`config.mk`:
```
export PLATFORM = sky130hd
export DESIGN_NAME = serial_multiproc_wake_modes
export DESIGN_NICKNAME = d
export VERILOG_FILES = /design/src/verilog/serial_mp_pkg.sv /design/src/verilog/serial_multiproc_wake_modes.sv
export SDC_FILE = /design/constraint.sdc
export NUM_CORES = 1
export LEC_CHECK = 0
export BUFFER_PORTS_ARGS = -buffer_cell sky130_fd_sc_hd__buf_4
export CAP_MARGIN = 5
export CORE_ASPECT_RATIO = 1.75
export CORE_MARGIN = 4
export CORE_UTILIZATION = 65
export DETAILED_ROUTE_END_ITERATION = 8
export PLACE_DENSITY = 0.85
export SLEW_MARGIN = 0
export SYNTH_ARGS = -nofsm -noshare
export SYNTH_HDL_FRONTEND = slang
export SYNTH_SLANG_ARGS = --single-unit
```
`constraint.sdc`:
```
create_clock -name mclk -period 19.9 [get_ports mclk]
set_input_delay 1.99 -clock mclk [delete_from_list [all_inputs] [get_ports mclk]]
set_output_delay 1.99 -clock mclk [all_outputs]
set_load 0.01 [all_outputs]
```
`src/verilog/serial_mp_pkg.sv`:
```
// constants, register map and carrier types of the multiprocessor serial port
package serial_mp_pkg;

  // ==========================================================================
  // register byte offsets
  localparam logic [7:0] OFS_FRAME  = 8'h00;
  localparam logic [7:0] OFS_LINE   = 8'h04;
  localparam logic [7:0] OFS_BAUD   = 8'h08;
  localparam logic [7:0] OFS_TXCTL  = 8'h0C;
  localparam logic [7:0] OFS_RXSTAT = 8'h10;
  localparam logic [7:0] OFS_RX_HOLDING_BUFFER  = 8'h14;
  localparam logic [7:0] OFS_TX_HOLDING_BUFFER  = 8'h18;
  localparam logic [7:0] OFS_PINCTL = 8'h1C;

  // ==========================================================================
  // field positions
  localparam int LINE_RX_EN   = 0;
  localparam int LINE_TX_EN   = 1;
  localparam int LINE_DORMANT = 2;
  localparam int LINE_MARK    = 3;
  localparam int LINE_INT_CLK = 4;
  localparam int TXC_IRQ_EN   = 0;
  localparam int TXC_SHF_IDLE = 6;
  localparam int TXC_EMPTY    = 7;
  localparam int RXS_IRQ_EN   = 0;
  localparam int RXS_ADDR     = 1;
  localparam int RXS_PERR     = 2;
  localparam int RXS_OVR      = 3;
  localparam int RXS_FERR     = 4;
  localparam int RXS_BRK      = 5;
  localparam int RXS_FULL     = 6;
  localparam int PIN_ROLE     = 1;
  localparam int PIN_LEVEL    = 3;

  // ==========================================================================
  // reset values and timing counts
  localparam logic [7:0]  FRAME_RESET     = 8'h00;
  localparam logic [15:0] BAUD_RESET      = 16'h0000;
  localparam logic [3:0]  START_LOW_LAST  = 4'h7;
  localparam logic [3:0]  START_SKIP_TO   = 4'h8;
  localparam logic [3:0]  VOTE_FIRST      = 4'h6;
  localparam logic [3:0]  VOTE_SECOND     = 4'h7;
  localparam logic [3:0]  VOTE_DECIDE     = 4'h8;
  localparam logic [3:0]  SUB_LAST        = 4'hF;
  localparam logic [3:0]  IDLE_BLOCK_BITS = 4'hA;
  localparam logic [3:0]  BREAK_BITS      = 4'hA;
  localparam logic [3:0]  MARK_IDLE_BITS  = 4'hB;

  // ==========================================================================
  // types
  typedef enum logic {TX_IDLE, TX_SHIFT} tx_state_t;
  typedef enum logic [1:0] {RX_IDLE, RX_START, RX_BITS, RX_BREAK} rx_state_t;

  typedef struct packed {
    logic       two_stop;
    logic       even_parity;
    logic       parity_en;
    logic       timing_mode_select;
    logic       wake_method_select;
    logic [2:0] char_len;
  } frame_format_t;

  typedef struct packed {
    logic        psel;
    logic        penable;
    logic        pwrite;
    logic [7:0]  paddr;
    logic [31:0] pwdata;
  } apb_req_t;

  typedef struct packed {
    logic [31:0] prdata;
    logic        pready;
    logic        pslverr;
  } apb_rsp_t;

  typedef struct packed {
    logic [12:0] bits;
    logic [3:0]  nbits;
  } tx_frame_t;

endpackage : serial_mp_pkg

```
`src/verilog/serial_multiproc_wake_modes.sv`:
```
// multiprocessor serial port: wake-up modes, async and isosync timing, APB registers
`timescale 1ns/1ps

module serial_multiproc_wake_modes (
  input  wire logic                    mclk,
  input  wire logic                    rst,
  input  wire serial_mp_pkg::apb_req_t apb_req,
  output serial_mp_pkg::apb_rsp_t      apb_rsp,
  input  wire logic                    serial_in_pin,
  output logic                         serial_out_pin,
  input  wire logic                    serial_bit_clock_in,
  output logic                         serial_bit_clock_out,
  output logic                         serial_bit_clock_oe_n,
  output logic                         rx_irq,
  output logic                         tx_irq
);

  // ==========================================================================
  // state
  typedef struct packed {
    logic                        rxd_s1;
    logic                        rxd_s2;
    logic                        sck_s1;
    logic                        sck_s2;
    logic                        sck_s3;
    logic [15:0]                 div;
    logic                        sclk;
    logic                        clk_oe_n;
    serial_mp_pkg::frame_format_t fmt;
    logic [15:0]                 baud;
    logic                        rx_enable;
    logic                        tx_enable;
    logic                        receive_dormant;
    logic                        tx_block_mark;
    logic                        clk_internal;
    logic                        clock_pin_role;
    logic                        tx_irq_en;
    logic                        rx_irq_en;
    logic [7:0]                  tx_holding_buffer;
    logic                        tx_empty_flag;
    serial_mp_pkg::tx_state_t    tx_state;
    logic [12:0]                 tx_shifter;
    logic [3:0]                  tx_left;
    logic [3:0]                  tx_sub;
    logic                        tx_mark_latch;
    logic                        serial_out;
    serial_mp_pkg::rx_state_t    rx_state;
    logic [11:0]                 rx_shifter;
    logic [3:0]                  rx_idx;
    logic [3:0]                  rx_nbits;
    logic [3:0]                  rx_sub;
    logic [1:0]                  rx_vote;
    logic                        rx_armed;
    logic                        rx_is_addr;
    logic [3:0]                  idle_cnt;
    logic                        idle_seen;
    logic [3:0]                  brk_cnt;
    logic [7:0]                  rx_holding_buffer;
    logic                        rx_full_flag;
    logic                        rx_address_flag;
    logic                        err_parity;
    logic                        err_overrun;
    logic                        err_framing;
    logic                        break_seen_flag;
    serial_mp_pkg::apb_rsp_t     rsp;
    logic                        rx_irq;
    logic                        tx_irq;
  } state_t;

  state_t s;
  state_t next_s;

  // ==========================================================================
  // functions
  function automatic logic [7:0] data_mask(input logic [7:0] d, input logic [2:0] len_m1);
    data_mask = d & (8'hFF >> (3'h7 - len_m1));
  endfunction : data_mask

  function automatic logic reg_mapped(input logic [7:0] a);
    reg_mapped = (a[1:0] == 2'h0) && (a <= serial_mp_pkg::OFS_PINCTL);
  endfunction : reg_mapped

  function automatic serial_mp_pkg::tx_frame_t build_frame(input logic [7:0] data,
                                                           input serial_mp_pkg::frame_format_t f,
                                                           input logic mark);
    serial_mp_pkg::tx_frame_t r;
    logic [7:0] d;
    int pos;
    r.bits  = '1;
    r.nbits = serial_mp_pkg::MARK_IDLE_BITS;
    d       = data_mask(data, f.char_len);
    pos     = 1;
    // marked idle-mode frame: the dummy word is swallowed by eleven idle bits
    if (f.wake_method_select || !mark) begin
      r.bits[0] = 1'b0;
      for (int i = 0; i < 8; i++) begin
        if (i <= int'(f.char_len)) begin
          r.bits[pos] = d[i];
          pos++;
        end
      end
      if (f.parity_en) begin
        r.bits[pos] = f.even_parity ? ^d : ~^d;
        pos++;
      end
      if (f.wake_method_select) begin
        r.bits[pos] = mark;
        pos++;
      end
      pos = pos + (f.two_stop ? 2 : 1);
      r.nbits = 4'(pos);
    end
    return r;
  endfunction : build_frame

  function automatic logic [31:0] read_word(input state_t st, input logic [7:0] a);
    read_word = 32'h0000_0000;
    unique case (a)
      serial_mp_pkg::OFS_FRAME:  read_word[7:0] = st.fmt;
      serial_mp_pkg::OFS_BAUD:   read_word[15:0] = st.baud;
      serial_mp_pkg::OFS_RX_HOLDING_BUFFER:  read_word[7:0] = st.rx_holding_buffer;
      serial_mp_pkg::OFS_TX_HOLDING_BUFFER:  read_word[7:0] = st.tx_holding_buffer;
      serial_mp_pkg::OFS_LINE: begin
        read_word[serial_mp_pkg::LINE_RX_EN]   = st.rx_enable;
        read_word[serial_mp_pkg::LINE_TX_EN]   = st.tx_enable;
        read_word[serial_mp_pkg::LINE_DORMANT] = st.receive_dormant;
        read_word[serial_mp_pkg::LINE_MARK]    = st.tx_block_mark;
        read_word[serial_mp_pkg::LINE_INT_CLK] = st.clk_internal;
      end
      serial_mp_pkg::OFS_TXCTL: begin
        read_word[serial_mp_pkg::TXC_IRQ_EN]   = st.tx_irq_en;
        read_word[serial_mp_pkg::TXC_SHF_IDLE] = (st.tx_state == serial_mp_pkg::TX_IDLE);
        read_word[serial_mp_pkg::TXC_EMPTY]    = st.tx_empty_flag;
      end
      serial_mp_pkg::OFS_RXSTAT: begin
        read_word[serial_mp_pkg::RXS_IRQ_EN] = st.rx_irq_en;
        read_word[serial_mp_pkg::RXS_ADDR]   = st.rx_address_flag;
        read_word[serial_mp_pkg::RXS_PERR]   = st.err_parity;
        read_word[serial_mp_pkg::RXS_OVR]    = st.err_overrun;
        read_word[serial_mp_pkg::RXS_FERR]   = st.err_framing;
        read_word[serial_mp_pkg::RXS_BRK]    = st.break_seen_flag;
        read_word[serial_mp_pkg::RXS_FULL]   = st.rx_full_flag;
      end
      serial_mp_pkg::OFS_PINCTL: begin
        read_word[serial_mp_pkg::PIN_ROLE]  = st.clock_pin_role;
        read_word[serial_mp_pkg::PIN_LEVEL] = st.sck_s2;
      end
      default: read_word = 32'h0000_0000;
    endcase
  endfunction : read_word

  // ==========================================================================
  // serial clock edges and frame decode helpers
  logic                     int_tick;
  logic                     rise;
  logic                     fall;
  logic                     async_m;
  logic                     tx_edge;
  logic                     setup;
  logic                     access;
  logic                     rxd;
  logic                     vote_bit;
  logic [7:0]               rx_data;
  logic [3:0]               par_idx;
  logic [3:0]               addr_idx;
  logic                     rx_par_bad;
  logic                     frame_addr;
  serial_mp_pkg::tx_frame_t tx_frame;
  localparam logic [3:0]    IDLE_LIMIT = serial_mp_pkg::IDLE_BLOCK_BITS;

  assign int_tick   = (s.div >= s.baud);
  assign rise       = s.clk_internal ? (int_tick && !s.sclk) : (s.sck_s2 && !s.sck_s3);
  assign fall       = s.clk_internal ? (int_tick && s.sclk) : (!s.sck_s2 && s.sck_s3);
  assign async_m    = s.fmt.timing_mode_select;
  assign tx_edge    = async_m ? (rise && s.tx_sub == serial_mp_pkg::SUB_LAST) : fall;
  assign setup      = apb_req.psel && !apb_req.penable;
  assign access     = apb_req.psel && apb_req.penable && s.rsp.pready;
  assign rxd        = s.rxd_s2;
  assign vote_bit   = (s.rx_vote == 2'h2) || ((s.rx_vote == 2'h1) && rxd);
  assign rx_data    = data_mask(s.rx_shifter[7:0], s.fmt.char_len);
  assign par_idx    = {1'b0, s.fmt.char_len} + 4'h1;
  assign addr_idx   = par_idx + {3'h0, s.fmt.parity_en};
  assign rx_par_bad = s.fmt.parity_en &&
                      (s.rx_shifter[par_idx] != (s.fmt.even_parity ? ^rx_data : ~^rx_data));
  assign frame_addr = s.fmt.wake_method_select ? s.rx_shifter[addr_idx] : s.rx_is_addr;
  assign tx_frame   = build_frame(s.tx_holding_buffer, s.fmt, s.tx_block_mark);

  // ==========================================================================
  // next state
  always_comb begin
    next_s = s;
    next_s.rxd_s1 = serial_in_pin;
    next_s.rxd_s2 = s.rxd_s1;
    next_s.sck_s1 = serial_bit_clock_in;
    next_s.sck_s2 = s.sck_s1;
    next_s.sck_s3 = s.sck_s2;

    // internal divider: one half period of the serial clock per wrap
    next_s.div = int_tick ? 16'h0000 : s.div + 16'h0001;
    if (int_tick) begin
      next_s.sclk = !s.sclk;
    end
    next_s.clk_oe_n = !(s.clk_internal && s.clock_pin_role);
    if (rise) begin
      next_s.tx_sub = s.tx_sub + 4'h1;
    end

    // software clears first so that a same-cycle hardware set wins
    if (access && !apb_req.pwrite && apb_req.paddr == serial_mp_pkg::OFS_RX_HOLDING_BUFFER) begin
      next_s.rx_full_flag = 1'b0;
    end
    if (access && apb_req.pwrite && apb_req.paddr == serial_mp_pkg::OFS_RXSTAT) begin
      next_s.err_parity      = s.err_parity && !apb_req.pwdata[serial_mp_pkg::RXS_PERR];
      next_s.err_overrun     = s.err_overrun && !apb_req.pwdata[serial_mp_pkg::RXS_OVR];
      next_s.err_framing     = s.err_framing && !apb_req.pwdata[serial_mp_pkg::RXS_FERR];
      next_s.break_seen_flag = s.break_seen_flag && !apb_req.pwdata[serial_mp_pkg::RXS_BRK];
    end

    // ==========================================================================
    // receiver
    if (rise) begin
      unique case (s.rx_state)
        serial_mp_pkg::RX_IDLE: begin
          if (!rxd) begin
            // a low ends the idle stretch even if it proves to be a glitch
            next_s.rx_is_addr = s.idle_seen && !s.fmt.wake_method_select;
            next_s.idle_seen  = 1'b0;
            next_s.idle_cnt   = 4'h0;
            next_s.rx_idx     = 4'h0;
            next_s.rx_vote    = 2'h0;
            next_s.rx_armed   = 1'b0;
            next_s.rx_nbits   = par_idx + {3'h0, s.fmt.parity_en} + {3'h0, s.fmt.wake_method_select} + 4'h1;
            next_s.rx_sub     = 4'h1;
            next_s.rx_state   = async_m ? serial_mp_pkg::RX_START : serial_mp_pkg::RX_BITS;
          end else begin
            next_s.rx_sub = s.rx_sub + 4'h1;
            if ((!async_m || s.rx_sub == serial_mp_pkg::SUB_LAST) && s.idle_cnt != IDLE_LIMIT) begin
              next_s.idle_cnt = s.idle_cnt + 4'h1;
              if (s.idle_cnt + 4'h1 == IDLE_LIMIT) begin
                next_s.idle_seen = 1'b1;
              end
            end
          end
        end
        serial_mp_pkg::RX_START: begin
          next_s.rx_sub = s.rx_sub + 4'h1;
          if (rxd) begin
            next_s.rx_state = serial_mp_pkg::RX_IDLE;
            next_s.rx_sub   = 4'h0;
          end else if (s.rx_sub == serial_mp_pkg::START_LOW_LAST) begin
            next_s.rx_state = serial_mp_pkg::RX_BITS;
            next_s.rx_sub   = serial_mp_pkg::START_SKIP_TO;
          end
        end
        serial_mp_pkg::RX_BITS: begin
          next_s.rx_sub = s.rx_sub + 4'h1;
          if (async_m && s.rx_sub == serial_mp_pkg::SUB_LAST) begin
            next_s.rx_armed = 1'b1;
            next_s.rx_vote  = 2'h0;
          end
          if (async_m && s.rx_armed &&
              (s.rx_sub == serial_mp_pkg::VOTE_FIRST || s.rx_sub == serial_mp_pkg::VOTE_SECOND)) begin
            next_s.rx_vote = s.rx_vote + {1'b0, rxd};
          end
          if (!async_m || (s.rx_armed && s.rx_sub == serial_mp_pkg::VOTE_DECIDE)) begin
            next_s.rx_armed = 1'b0;
            next_s.rx_shifter[s.rx_idx] = async_m ? vote_bit : rxd;
            next_s.rx_idx = s.rx_idx + 4'h1;
            if (s.rx_idx + 4'h1 == s.rx_nbits) begin
              next_s.rx_state = (async_m ? vote_bit : rxd) ? serial_mp_pkg::RX_IDLE : serial_mp_pkg::RX_BREAK;
              next_s.brk_cnt  = 4'h0;
              // dormant receiver drops data frames without a trace
              if ((!s.receive_dormant || frame_addr) && s.rx_enable) begin
                next_s.rx_holding_buffer = rx_data;
                next_s.rx_full_flag      = 1'b1;
                next_s.err_overrun       = next_s.err_overrun || s.rx_full_flag;
                next_s.rx_address_flag   = frame_addr;
                next_s.err_parity        = next_s.err_parity || rx_par_bad;
                next_s.err_framing       = next_s.err_framing || !(async_m ? vote_bit : rxd);
              end
            end
          end
        end
        serial_mp_pkg::RX_BREAK: begin
          next_s.rx_sub = s.rx_sub + 4'h1;
          if (rxd) begin
            next_s.rx_state = serial_mp_pkg::RX_IDLE;
          end else if ((!async_m || s.rx_sub == serial_mp_pkg::SUB_LAST) && s.brk_cnt != serial_mp_pkg::BREAK_BITS) begin
            next_s.brk_cnt = s.brk_cnt + 4'h1;
            if (s.brk_cnt + 4'h1 == serial_mp_pkg::BREAK_BITS && !s.receive_dormant) begin
              next_s.break_seen_flag = 1'b1;
            end
          end
        end
      endcase
    end

    // ==========================================================================
    // transmitter
    if (tx_edge) begin
      if (s.tx_state == serial_mp_pkg::TX_SHIFT && s.tx_left != 4'h0) begin
        next_s.serial_out = s.tx_shifter[0];
        next_s.tx_shifter = {1'b1, s.tx_shifter[12:1]};
        next_s.tx_left    = s.tx_left - 4'h1;
      end else if (s.tx_enable && !s.tx_empty_flag) begin
        next_s.tx_state      = serial_mp_pkg::TX_SHIFT;
        next_s.serial_out    = tx_frame.bits[0];
        next_s.tx_shifter    = {1'b1, tx_frame.bits[12:1]};
        next_s.tx_left       = tx_frame.nbits - 4'h1;
        next_s.tx_mark_latch = s.tx_block_mark;
        next_s.tx_block_mark = 1'b0;
        next_s.tx_empty_flag = 1'b1;
      end else begin
        next_s.tx_state   = serial_mp_pkg::TX_IDLE;
        next_s.serial_out = 1'b1;
      end
    end

    // ==========================================================================
    // register writes after the load, so a write in the load cycle survives
    if (access && apb_req.pwrite) begin
      unique case (apb_req.paddr)
        serial_mp_pkg::OFS_FRAME: next_s.fmt = apb_req.pwdata[7:0];
        serial_mp_pkg::OFS_BAUD:  next_s.baud = apb_req.pwdata[15:0];
        serial_mp_pkg::OFS_LINE: begin
          next_s.rx_enable       = apb_req.pwdata[serial_mp_pkg::LINE_RX_EN];
          next_s.tx_enable       = apb_req.pwdata[serial_mp_pkg::LINE_TX_EN];
          next_s.receive_dormant = apb_req.pwdata[serial_mp_pkg::LINE_DORMANT];
          next_s.tx_block_mark   = apb_req.pwdata[serial_mp_pkg::LINE_MARK];
          next_s.clk_internal    = apb_req.pwdata[serial_mp_pkg::LINE_INT_CLK];
        end
        serial_mp_pkg::OFS_TXCTL:  next_s.tx_irq_en = apb_req.pwdata[serial_mp_pkg::TXC_IRQ_EN];
        serial_mp_pkg::OFS_RXSTAT: next_s.rx_irq_en = apb_req.pwdata[serial_mp_pkg::RXS_IRQ_EN];
        serial_mp_pkg::OFS_PINCTL: next_s.clock_pin_role = apb_req.pwdata[serial_mp_pkg::PIN_ROLE];
        serial_mp_pkg::OFS_TX_HOLDING_BUFFER: begin
          next_s.tx_holding_buffer = apb_req.pwdata[7:0];
          next_s.tx_empty_flag     = 1'b0;
        end
        default: next_s.rsp = next_s.rsp;
      endcase
    end

    // zero-wait slave: answer prepared in setup, shown in access
    next_s.rsp.pready  = setup;
    next_s.rsp.pslverr = setup && !reg_mapped(apb_req.paddr);
    next_s.rsp.prdata  = (setup && !apb_req.pwrite) ? read_word(s, apb_req.paddr) : 32'h0000_0000;

    next_s.rx_irq = s.rx_irq_en && (s.rx_full_flag || s.break_seen_flag);
    next_s.tx_irq = s.tx_irq_en && s.tx_empty_flag;
  end

  // ==========================================================================
  // registers
  always_ff @(posedge mclk) begin
    if (rst) begin
      s                 <= '0;
      s.rxd_s1          <= 1'b1;
      s.rxd_s2          <= 1'b1;
      s.clk_oe_n        <= 1'b1;
      s.fmt             <= serial_mp_pkg::FRAME_RESET;
      s.baud            <= serial_mp_pkg::BAUD_RESET;
      s.tx_empty_flag   <= 1'b1;
      s.tx_state        <= serial_mp_pkg::TX_IDLE;
      s.tx_shifter      <= '1;
      s.serial_out      <= 1'b1;
      s.rx_state        <= serial_mp_pkg::RX_IDLE;
    end else begin
      s <= next_s;
    end
  end

  assign apb_rsp               = s.rsp;
  assign serial_out_pin        = s.serial_out;
  assign serial_bit_clock_out  = s.sclk;
  assign serial_bit_clock_oe_n = s.clk_oe_n;
  assign rx_irq                = s.rx_irq;
  assign tx_irq                = s.tx_irq;

endmodule : serial_multiproc_wake_modes

```
# Yosys cells after proc, flatten, opt, wreduce, memory -nomap -nowiden
# Index checks and enable logic that the tools add are counted.
dict set report word_totals {
  ff_bits 176
  latchBits 0
  ram_bits 0
  romBits 0
  inputBits 47
  out_inout_bits 39
  word_cells 400
  memories 0
}
dict set report op_classes {
  add_sub_neg 24
  n_mul 0
  n_div 0
  magnitude_cmp 31
  n_eq_ne 34
  shift 1
  muxes 142
  n_bitwise 7
  reduce_logical 106
}
# cell count
set ops {}
lappend ops {{2-to-1 mux 32 bit} 17}
lappend ops {{>= comparator 32 x 1 -> 1 bit, second input constant} 9}
lappend ops {{less-than comparator 32 x 6 -> 1 bit, second input constant} 9}
lappend ops {{adder 32 x 2 -> 32 bit, second input constant} 8}
lappend ops {{2-to-1 mux 13 bit} 18}
lappend ops {{bitwise mux 13 bit} 9}
lappend ops {{2-to-1 mux 17 bit} 5}
lappend ops {{logical AND 1 bit} 45}
lappend ops {{demux 1 bit (select 4 bit)} 10}
lappend ops {{2-to-1 mux 1 bit} 37}
lappend ops {{2-to-1 mux 4 bit} 9}
lappend ops {{equality test 8 x 5 -> 1 bit, second input constant} 4}
lappend ops {{adder 4 x 1 -> 4 bit, second input constant} 6}
lappend ops {{2-to-1 mux 2 bit} 11}
lappend ops {{case mux 1 bit (7 select lines)} 3}
lappend ops {{equality test 4 bit, second input constant} 5}
lappend ops {{2-to-1 mux 19 bit} 1}
lappend ops {{2-to-1 mux 18 bit} 1}
lappend ops {{case mux 1 bit (6 select lines)} 3}
lappend ops {{AND reduction 2 bit} 9}
lappend ops {{zero test 1 bit} 17}
lappend ops {{adder 16 x 1 -> 16 bit, second input constant} 1}
lappend ops {{AND 8 bit} 2}
lappend ops {{equality test 8 x 4 -> 1 bit, second input constant} 2}
lappend ops {{52 further kinds} 104}

# Logic depth before layout (Yosys ltp)
# Gate-level depths: netlist (run 1).
dict set report depth {
  ltp_word 40
  depth_mapped 32
  depth_no_buf 27
}

# Least setup slack after synthesis (run 1)
# No wires, ideal clock.
dict set report synth_timing {
  kind {register -> register}
  startpoint {register s[146] (netlist name)}
  endpoint {register s[98] (netlist name)}
  setup_time_ns 0.091
  arrival_time_ns 6.428
  required_time_ns 19.809
  setup_slack_ns 13.381
  path_stages_with_launch 31
  path_buffers 5
  synth_period_minus_slack_ns 6.519
  cell_sequence {dfxtp_1 -> buf_6 -> buf_6 -> buf_2 -> inv_1 -> ha_1 -> clkbuf_1 -> inv_1 -> nand2_1 -> fa_1 -> buf_2 -> clkinv_1 -> xnor2_1 -> inv_1 -> ha_1 -> o21a_1 -> o21ai_1 -> nand3_1 -> and3_1 -> o31ai_1 -> inv_1 -> ha_1 -> mux2i_1 -> ha_1 -> a21oi_1 -> nand2_1 -> or3_1 -> o311ai_1 -> xnor2_1 -> mux2_1 -> a311oi_1}
}
dict set report synth_via {
  elab_chain_cells 32
  word_cells_on_any_way 38
  classes_between {add/sub: 10; order compare: 7; mux: 21}
}
# element line_no
set synth_rtl {}
lappend synth_rtl {{from (decl)} serial_multiproc_wake_modes.sv:70} ;# state_t s;
lappend synth_rtl {{from (signal assigned)} serial_multiproc_wake_modes.sv:368} ;# s <= next_s;
lappend synth_rtl {{<= comparator 1 x 3 -> 1 bit} serial_multiproc_wake_modes.sv:97} ;# if (i <= int'(f.char_len)) begin
lappend synth_rtl {{2-to-1 mux 32 bit} serial_multiproc_wake_modes.sv:97}
lappend synth_rtl {{2-to-1 mux 32 bit} serial_multiproc_wake_modes.sv:94} ;# if (f.wake_method_select || !mark) begin
lappend synth_rtl {{adder 32 x 2 -> 32 bit} serial_multiproc_wake_modes.sv:99} ;# pos++;
lappend synth_rtl {{2-to-1 mux 32 bit} serial_multiproc_wake_modes.sv:97}
lappend synth_rtl {{2-to-1 mux 32 bit} serial_multiproc_wake_modes.sv:94}
lappend synth_rtl {{adder 32 x 2 -> 32 bit} serial_multiproc_wake_modes.sv:99}
lappend synth_rtl {{2-to-1 mux 32 bit} serial_multiproc_wake_modes.sv:97}
lappend synth_rtl {{(+16 left out)} -}
lappend synth_rtl {{adder 4 x 2 -> 4 bit} serial_multiproc_wake_modes.sv:108} ;# pos++;
lappend synth_rtl {{2-to-1 mux 4 bit *} serial_multiproc_wake_modes.sv:106} ;# if (f.wake_method_select) begin
lappend synth_rtl {{2-to-1 mux 4 bit *} serial_multiproc_wake_modes.sv:94}
lappend synth_rtl {{adder 4 x 3 -> 4 bit *} serial_multiproc_wake_modes.sv:110} ;# pos = pos + (f.two_stop ? 2 : 1);
lappend synth_rtl {{2-to-1 mux 17 bit *} serial_multiproc_wake_modes.sv:94}
lappend synth_rtl {{subtractor 4 x 1 -> 4 bit *} serial_multiproc_wake_modes.sv:309} ;# next_s.tx_left = tx_frame.nbits - 4'h1;
lappend synth_rtl {{2-to-1 mux 17 bit *} serial_multiproc_wake_modes.sv:305} ;# end else if (s.tx_enable && !s.tx_empty_flag) begin
lappend synth_rtl {{2-to-1 mux 17 bit *} serial_multiproc_wake_modes.sv:301} ;# if (s.tx_state == serial_mp_pkg::TX_SHIFT && s.tx_left != 4'h0) begin
# Mark *: on every way between the ends. The rest lies on a longest branch, timed or not. The select of a mux whose other input is x is not followed.
# A chain may end at the register's enable or synchronous reset.

# Final worst setup path (run 1)
dict set report layout_timing {
  startpoint {register s[147] (netlist name)}
  endpoint {register s[98] (netlist name)}
}
# The elaborated chain is that of the path after synthesis.

==> impl_metrics.ini, run 1 <==
[outcome]
status = complete, no violations

[detailed_routing]
route.final.wire_length_um = 33600
routed-via-count = 11400
initialDrtViolationCount = 1310
vias_per_cell = 6.61
drtAntennaViolNets = 0
drc_markers = 0
first_pass_iters = 8
wl_per_cell_um = 19.5

[critical_path]
crit_path_max_fanout = 19
crit_required_ps = 20260
crit_path_end_kind = flip-flop
worst-setup-path-type = reg -> reg
critical_path.startpoint_type = flip-flop
arrival_ps = 7820

[run]
timing.max_cap.violations = 0

[sta]
timing.max_slew.rel_slack_pct = 24.7
final_min_period_over_clock_period_pct = 37.5
max_clock_freq_mhz = 134
max_slew.worst_pin.slew_ps = 1110
grt_setup_unrepaired = false
final_max_slew_viol_count = 0
timing.final.setup_violations = 0
final_hold_viol_count = 0
final_period_demand_of_the_worst_path_ps = 7460
finalClockSkew_ps = 10.8
setup_total_negative_slack_ps = 0

[cells_and_area]
fin_cells = 1719
finalCoreUtilization_pct = 71.0
fillers = 1442
diodes = 0
share_of_final_layout_standard_cells_stronger_than_drive_strength_1_pct = 10.7
syn_to_final_growth_pct = 6.73
nets = 1587

[logic_synthesis]
dominantRegCellSynth = sky130_fd_sc_hd__dfxtp_1
seq_area_frac_synth_pct = 27.1
synth_top_family_by_area = simple AND/OR/NAND/NOR gates
synth-simple-area-share_pct = 25.1
yosysUniqueCellTypes = 100
post_synth_fa_ha_maj_area_fraction_pct = 7.15
synth-xor-area-share_pct = 5.69
synth.top_cell.area_share_pct = 27.1
synth_warn = 0
syn_area_per_cell_um2 = 7.81
post_synth_most_frequent_cells = sky130_fd_sc_hd__nand2_1 (160), sky130_fd_sc_hd__dfxtp_1 (159), sky130_fd_sc_hd__nor2_1 (132)
netlist_instances = 1501
yosys-top-cells-area = sky130_fd_sc_hd__dfxtp_1 (27%), sky130_fd_sc_hd__ha_1 (6.7%), sky130_fd_sc_hd__nand2_1 (5.1%), sky130_fd_sc_hd__a21oi_1 (4.9%), sky130_fd_sc_hd__nor2_1 (4.2%)
post_synth_instance_area_um2 = 11700
post_synth_mux_area_share_pct = 6.41
synth-async-reset-ratio_pct = 0
postSynthRegisterBits = 159
synth_edf_count = 0
synth_compound_gate_area_share_pct = 21.0
synth_largest_area_cell = sky130_fd_sc_hd__dfxtp_1
synth_most_common_cell = sky130_fd_sc_hd__nand2_1

[worst_hold_path]
path_class_of_the_lowest_slack_min_delay_path = reg -> reg

[clock_network]
clk_path_buf_depth = 2
clk_root_buffer_cell = sky130_fd_sc_hd__clkbuf_16
cts_setup_buffers = 0
postCtsResizedCells = 0
clock_insertion_delay_at_the_later_pin_of_the_skew_report_ps = 440
clk_transition_reported_paths_ps = 70
tritoncts_buffers = 17
cts_htree_levels = 4
cts.sink_count = 159
cts.hold.buffers_added = 0
cts_tree = built

[power]
power.sequential.fraction_pct = 48.2
p_switching_mw = 0.163
combPwrFrac_pct = 3.4
power.clock.fraction_pct = 48.5
power.static_leakage_nw = 4.29
cellInternalPower_mw = 0.504
power.ir.vdd_worst_mv = 0.103
pwr_density_cell_nw_per_um2 = 53.3
switching_share_pct = 24.4

[global_route]
grt_first_pass_wirelength_um = 54100
grt_overflow = 0
vias_in_the_first_global_route = 11000
grt_start_max_net_pins = 70
grt_antenna_before_repair = 0
grt.total_usage_pct = 33.5

[placed_design]
gp_congestion = 0.968
dp_hpwl_um = 24600
post-place-cells = 1687
placement.io_buffers = 53

[floorplan]
pin_count = 86
die_width_um = 110
dieArea_um2 = 20300
core_area_um2 = 17600
die_height_um = 186
floorplan.initialDensity_pct = 66.6
num_rows = 64
-- kinds of logic (layout without fill, tap and decap cells) --
logic type	after synthesis	in the layout
buffers and inverters	186	158
other	1	16
AND/OR/NAND/NOR	598	598
flip-flops	159	159
XOR/XNOR	68	68
AO/OA/AOI/OAI	356	356
adder cells (fa/ha/maj)	66	66
multiplexers	67	67
-- state kept, by name (all words and copies together) (netlist names), named ones only --
signal,count
serial_out_pin,1
tx_irq,1
s,119
next_s,3
serial_bit_clock_out,1
serial_bit_clock_oe_n,1
async_m,1
apb_rsp,18
rxd,1
rx_irq,1
-- through the flow --
stage / area (µm²) / total power [mW] / worst slack, ps / hold slack, ps
after global routing: 12500 / 0.683 / 11960 / 425
after floorplan: 11800 / 0.343 / 13380 / 389
after global placement: 11900 / 0.350 / 12730 / 395
after CTS: 12500 / 0.670 / 12600 / 417
final: 12500 / 0.667 / 12440 / 413
after detailed placement: 11900 / 0.351 / 12600 / 397
-- cell usage in the layout, fill, tap and decap left out, types with 39 or more instances in the layout --
master,count
sky130_fd_sc_hd__a21oi_1,114
sky130_fd_sc_hd__buf_4,66
sky130_fd_sc_hd__dfxtp_1,159
sky130_fd_sc_hd__ha_1,63
sky130_fd_sc_hd__inv_1,56
sky130_fd_sc_hd__mux2i_1,47
sky130_fd_sc_hd__nand2_1,160
sky130_fd_sc_hd__nand3_1,82
sky130_fd_sc_hd__nor2_1,132
sky130_fd_sc_hd__nor3_1,50
sky130_fd_sc_hd__o21ai_0,39
sky130_fd_sc_hd__xnor2_1,40
-- per-layer routing --
layer	GRT usage, %	up-vias	wire length [µm]
met3	4.48	155	1830
met5	0	-	0
li1	-	5354	-
met1	35.3	5360	11700
met2	60.9	498	17900
met4	22.0	0	2090
-- final cells by class --
class | count | area (µm²) | area share [%]
repair buffers | 66 | 495 | 3.96
multi-input cells | 1171 | 7740 | 61.9
flip-flops and latches | 159 | 3180 | 25.4
clock inverters | 14 | 151 | 1.21
inverters | 60 | 225 | 1.80
clock buffers | 18 | 429 | 3.43
well taps | 231 | 289 | 2.31
-- critical path, cell delays in order, from the launching register on --
cell and delay (ps):
sky130_fd_sc_hd__dfxtp_1 570, sky130_fd_sc_hd__buf_4 350, sky130_fd_sc_hd__a21oi_4 310, sky130_fd_sc_hd__nand2_1 200, sky130_fd_sc_hd__fa_1 900, sky130_fd_sc_hd__clkinv_1 430
sky130_fd_sc_hd__xnor2_1 370, sky130_fd_sc_hd__inv_1 100, sky130_fd_sc_hd__ha_1 290, sky130_fd_sc_hd__o21a_1 130, sky130_fd_sc_hd__o21ai_1 290, sky130_fd_sc_hd__a311o_1 350
sky130_fd_sc_hd__a21oi_1 150, sky130_fd_sc_hd__o31ai_1 500, sky130_fd_sc_hd__inv_1 140, sky130_fd_sc_hd__ha_1 310, sky130_fd_sc_hd__mux2i_1 240, sky130_fd_sc_hd__ha_1 290
sky130_fd_sc_hd__a21oi_1 240, sky130_fd_sc_hd__nand2_1 70, sky130_fd_sc_hd__or3_1 320, sky130_fd_sc_hd__o311ai_1 90, sky130_fd_sc_hd__xnor2_1 170, sky130_fd_sc_hd__mux2_1 340
sky130_fd_sc_hd__a311oi_1 220
-- power by group through the flow --
stage | sequential, mW | combinational [mW] | clock (mW)
after floorplan | 0.328 | 0.0153 | 0
after detailed placement | 0.329 | 0.0220 | 0
after global routing | 0.321 | 0.0246 | 0.337
after CTS | 0.321 | 0.0221 | 0.326
after global placement | 0.328 | 0.0219 | 0
final | 0.321 | 0.0226 | 0.323
-- path summary, 6_finish.rpt --
path	from	end	slack (ps)	depth (start not counted)
worst max-delay path	s[147]	s[98]	12440	24
worst min register to register	next_s[175]	rxd	410	1
worst max register to register	s[147]	s[98]	12440	24
worst min-delay path	next_s[175]	rxd	410	1
Power figures use the tool's default switching activity.
==> run 2: changes to the inputs <==
- CORE_UTILIZATION: 65 -> 56
- PLACE_DENSITY: 0.85 -> 0.78
- clock period: 19.9 -> 5.98 ns (I/O delays scaled with it)
==> run 2 against run 1 <==
  * Final cell count rose by 2.4%
  * Maximum frequency rose by 30%
  * Highest routed layer unchanged
  * Largest cell class unchanged
  * Non-clock buffer count rose by 25
  * Via count fell by 0.26%
  * Largest power group unchanged
==> impl_metrics.ini, run 2 (synthesized netlist as in run 1, its figures left out) <==
[floorplan]
die_height_um = 199
die_width_um = 117
dieArea_um2 = 23400
core_area_um2 = 20500
floorplan.initialDensity_pct = 57.3
num_rows = 69
pin_count = 86

[cells_and_area]
syn_to_final_growth_pct = 9.86
fin_cells = 1760
share_of_final_layout_standard_cells_stronger_than_drive_strength_1_pct = 12.9
diodes = 0
sequential_cell_area_um2 = 3180
registers.top_by_ff_count = s
fillers = 1785
nets = 1612
largest_register_ffs = 119
multi_input_comb_area_um2 = 7790
layout.cells.most_common = sky130_fd_sc_hd__nand2_1
mostFrequentLayoutCells = sky130_fd_sc_hd__nand2_1 (159), sky130_fd_sc_hd__dfxtp_1 (158), sky130_fd_sc_hd__nor2_1 (131)

[clock_network]
clk_transition_reported_paths_ps = 70
tritoncts_buffers = 17
cts_htree_levels = 4
cts_tree = built
cts.hold.buffers_added = 0
clock_insertion_delay_at_the_later_pin_of_the_skew_report_ps = 440
clk_path_buf_depth = 2
clk_root_buffer_cell = sky130_fd_sc_hd__clkbuf_16
cts.sink_count = 159

[detailed_routing]
drtAntennaViolNets = 0
route.final.wire_length_um = 34600
first_pass_iters = 6
drc_markers = 0
routed-wl-met2_um = 18300
routed-via-count = 11300
wl_per_cell_um = 19.6
drt-met1-wl_um = 12100
vias_per_cell = 6.44
topRoutingLayerUsed = met4
initialDrtViolationCount = 1072
route.met3.wl_um = 1510

[critical_path]
reg2regPathDepth = 25
crit_path_end_kind = flip-flop
arrival_ps = 6050
timing.rr.start = s[147]
crit_path_max_fanout = 9
rrSetupSlack_ps = 260
worst-setup-path-type = reg -> reg
critical_path.startpoint_type = flip-flop
crit_required_ps = 6310
regToRegEndpoint = s[98]

[worst_hold_path]
path_class_of_the_lowest_slack_min_delay_path = in -> reg
worst_hold_path.num_cells = 2
worstHoldEndpoint = next_s[175]
hold_path.startpoint = serial_in_pin

[global_route]
grt.total_usage_pct = 29.1
grt_overflow = 0
vias_in_the_first_global_route = 10900
grt_first_pass_wirelength_um = 55400
grt_start_max_net_pins = 80
grt_antenna_before_repair = 0

[sta]
final_hold_viol_count = 0
grt_setup_unrepaired = false
setup_total_negative_slack_ps = 0
final_max_slew_viol_count = 0
max_slew.worst_pin.slew_ps = 1250
max_clock_freq_mhz = 175
final_min_period_over_clock_period_pct = 95.6
finalClockSkew_ps = 11.1
timing.max_slew.rel_slack_pct = 16.3
final_period_demand_of_the_worst_path_ps = 5720
timing.final.setup_violations = 0

[power]
pwr_density_cell_nw_per_um2 = 186
power.ir.vdd_worst_mv = 0.214
power.static_leakage_nw = 4.46
p_total_mw = 2.40

[placed_design]
post-place-cells = 1725
gp_congestion = 1.00
placement.io_buffers = 53
dp_hpwl_um = 25900

[outcome]
status = complete, no violations

[run]
timing.max_cap.violations = 0
run 2: where the power goes:
group          leakage [nW]  internal [mW]  total (mW)  switching [mW]
clock network         0.320          0.787        1.25           0.463
logic                  2.86         0.0268      0.0764          0.0497
registers              1.28           1.06        1.07         0.00612
run 2: stage by stage:
step / hold slack, ps / worst slack (ps) / area (µm²) / util, %
final: 352 / 262 / 12900 / 63.0
after global routing: 353 / 1.95 / 12900 / 63.0
after CTS: 333 / 169 / 12800 / 62.7
after detailed placement: 402 / 186 / 12200 / 59.4
after global placement: 396 / 310 / 12200 / 59.4
after floorplan: 389 / 34.1 / 11800 / -
run 2: worst max-delay path: stages, from the launching register on:
cell,delay [ps]
sky130_fd_sc_hd__dfxtp_1,340
sky130_fd_sc_hd__buf_4,170
sky130_fd_sc_hd__a21oi_4,180
sky130_fd_sc_hd__buf_6,150
sky130_fd_sc_hd__inv_2,40
sky130_fd_sc_hd__fa_1,470
sky130_fd_sc_hd__ha_1,370
sky130_fd_sc_hd__o21a_1,240
sky130_fd_sc_hd__ha_1,300
sky130_fd_sc_hd__o21a_1,140
sky130_fd_sc_hd__o21ai_2,190
sky130_fd_sc_hd__a311o_1,240
sky130_fd_sc_hd__a21oi_2,100
sky130_fd_sc_hd__o31ai_4,310
sky130_fd_sc_hd__inv_1,110
sky130_fd_sc_hd__ha_1,300
sky130_fd_sc_hd__mux2i_2,80
sky130_fd_sc_hd__buf_4,150
sky130_fd_sc_hd__fa_1,390
sky130_fd_sc_hd__xor2_1,210
sky130_fd_sc_hd__xnor2_1,140
sky130_fd_sc_hd__o21ai_1,130
sky130_fd_sc_hd__nor2_1,210
sky130_fd_sc_hd__nor3_1,70
sky130_fd_sc_hd__mux2_1,310
sky130_fd_sc_hd__a311oi_1,270
run 2: timing repair:
action,CTS,global route
setup endpoints to repair,0,1
gates resized for setup,0,8
setup buffers,0,4
run 2: worst max-delay path by stage:
stage / startpoint / slack (ps) / depth (start not counted) / endpoint
after global routing: s[146] / 2 / 27 / s[98]
after global placement: s[146] / 310 / 27 / s[98]
after detailed placement: s[146] / 190 / 27 / s[98]
after CTS: s[146] / 170 / 27 / s[98]
final: s[147] / 260 / 25 / s[98]
after floorplan: s[146] / 30 / 32 / s[98]
run 2: area by class of cell:
| type | count | area share [%] |
|---|---|---|
| well taps | 248 | 2.41 |
| inverters | 60 | 1.79 |
| clock inverters | 12 | 1.82 |
| flip-flops and latches | 159 | 24.7 |
| clock buffers | 19 | 3.36 |
| repair buffers | 91 | 5.39 |
| multi-input cells | 1171 | 60.5 |
run 2: metal layers:
layer  up-vias  global-route usage, %
li1       5396                      -
met1      5365                   29.0
met2       418                   54.7
met3       159                   4.50
met4         0                   21.4
met5         -                      0
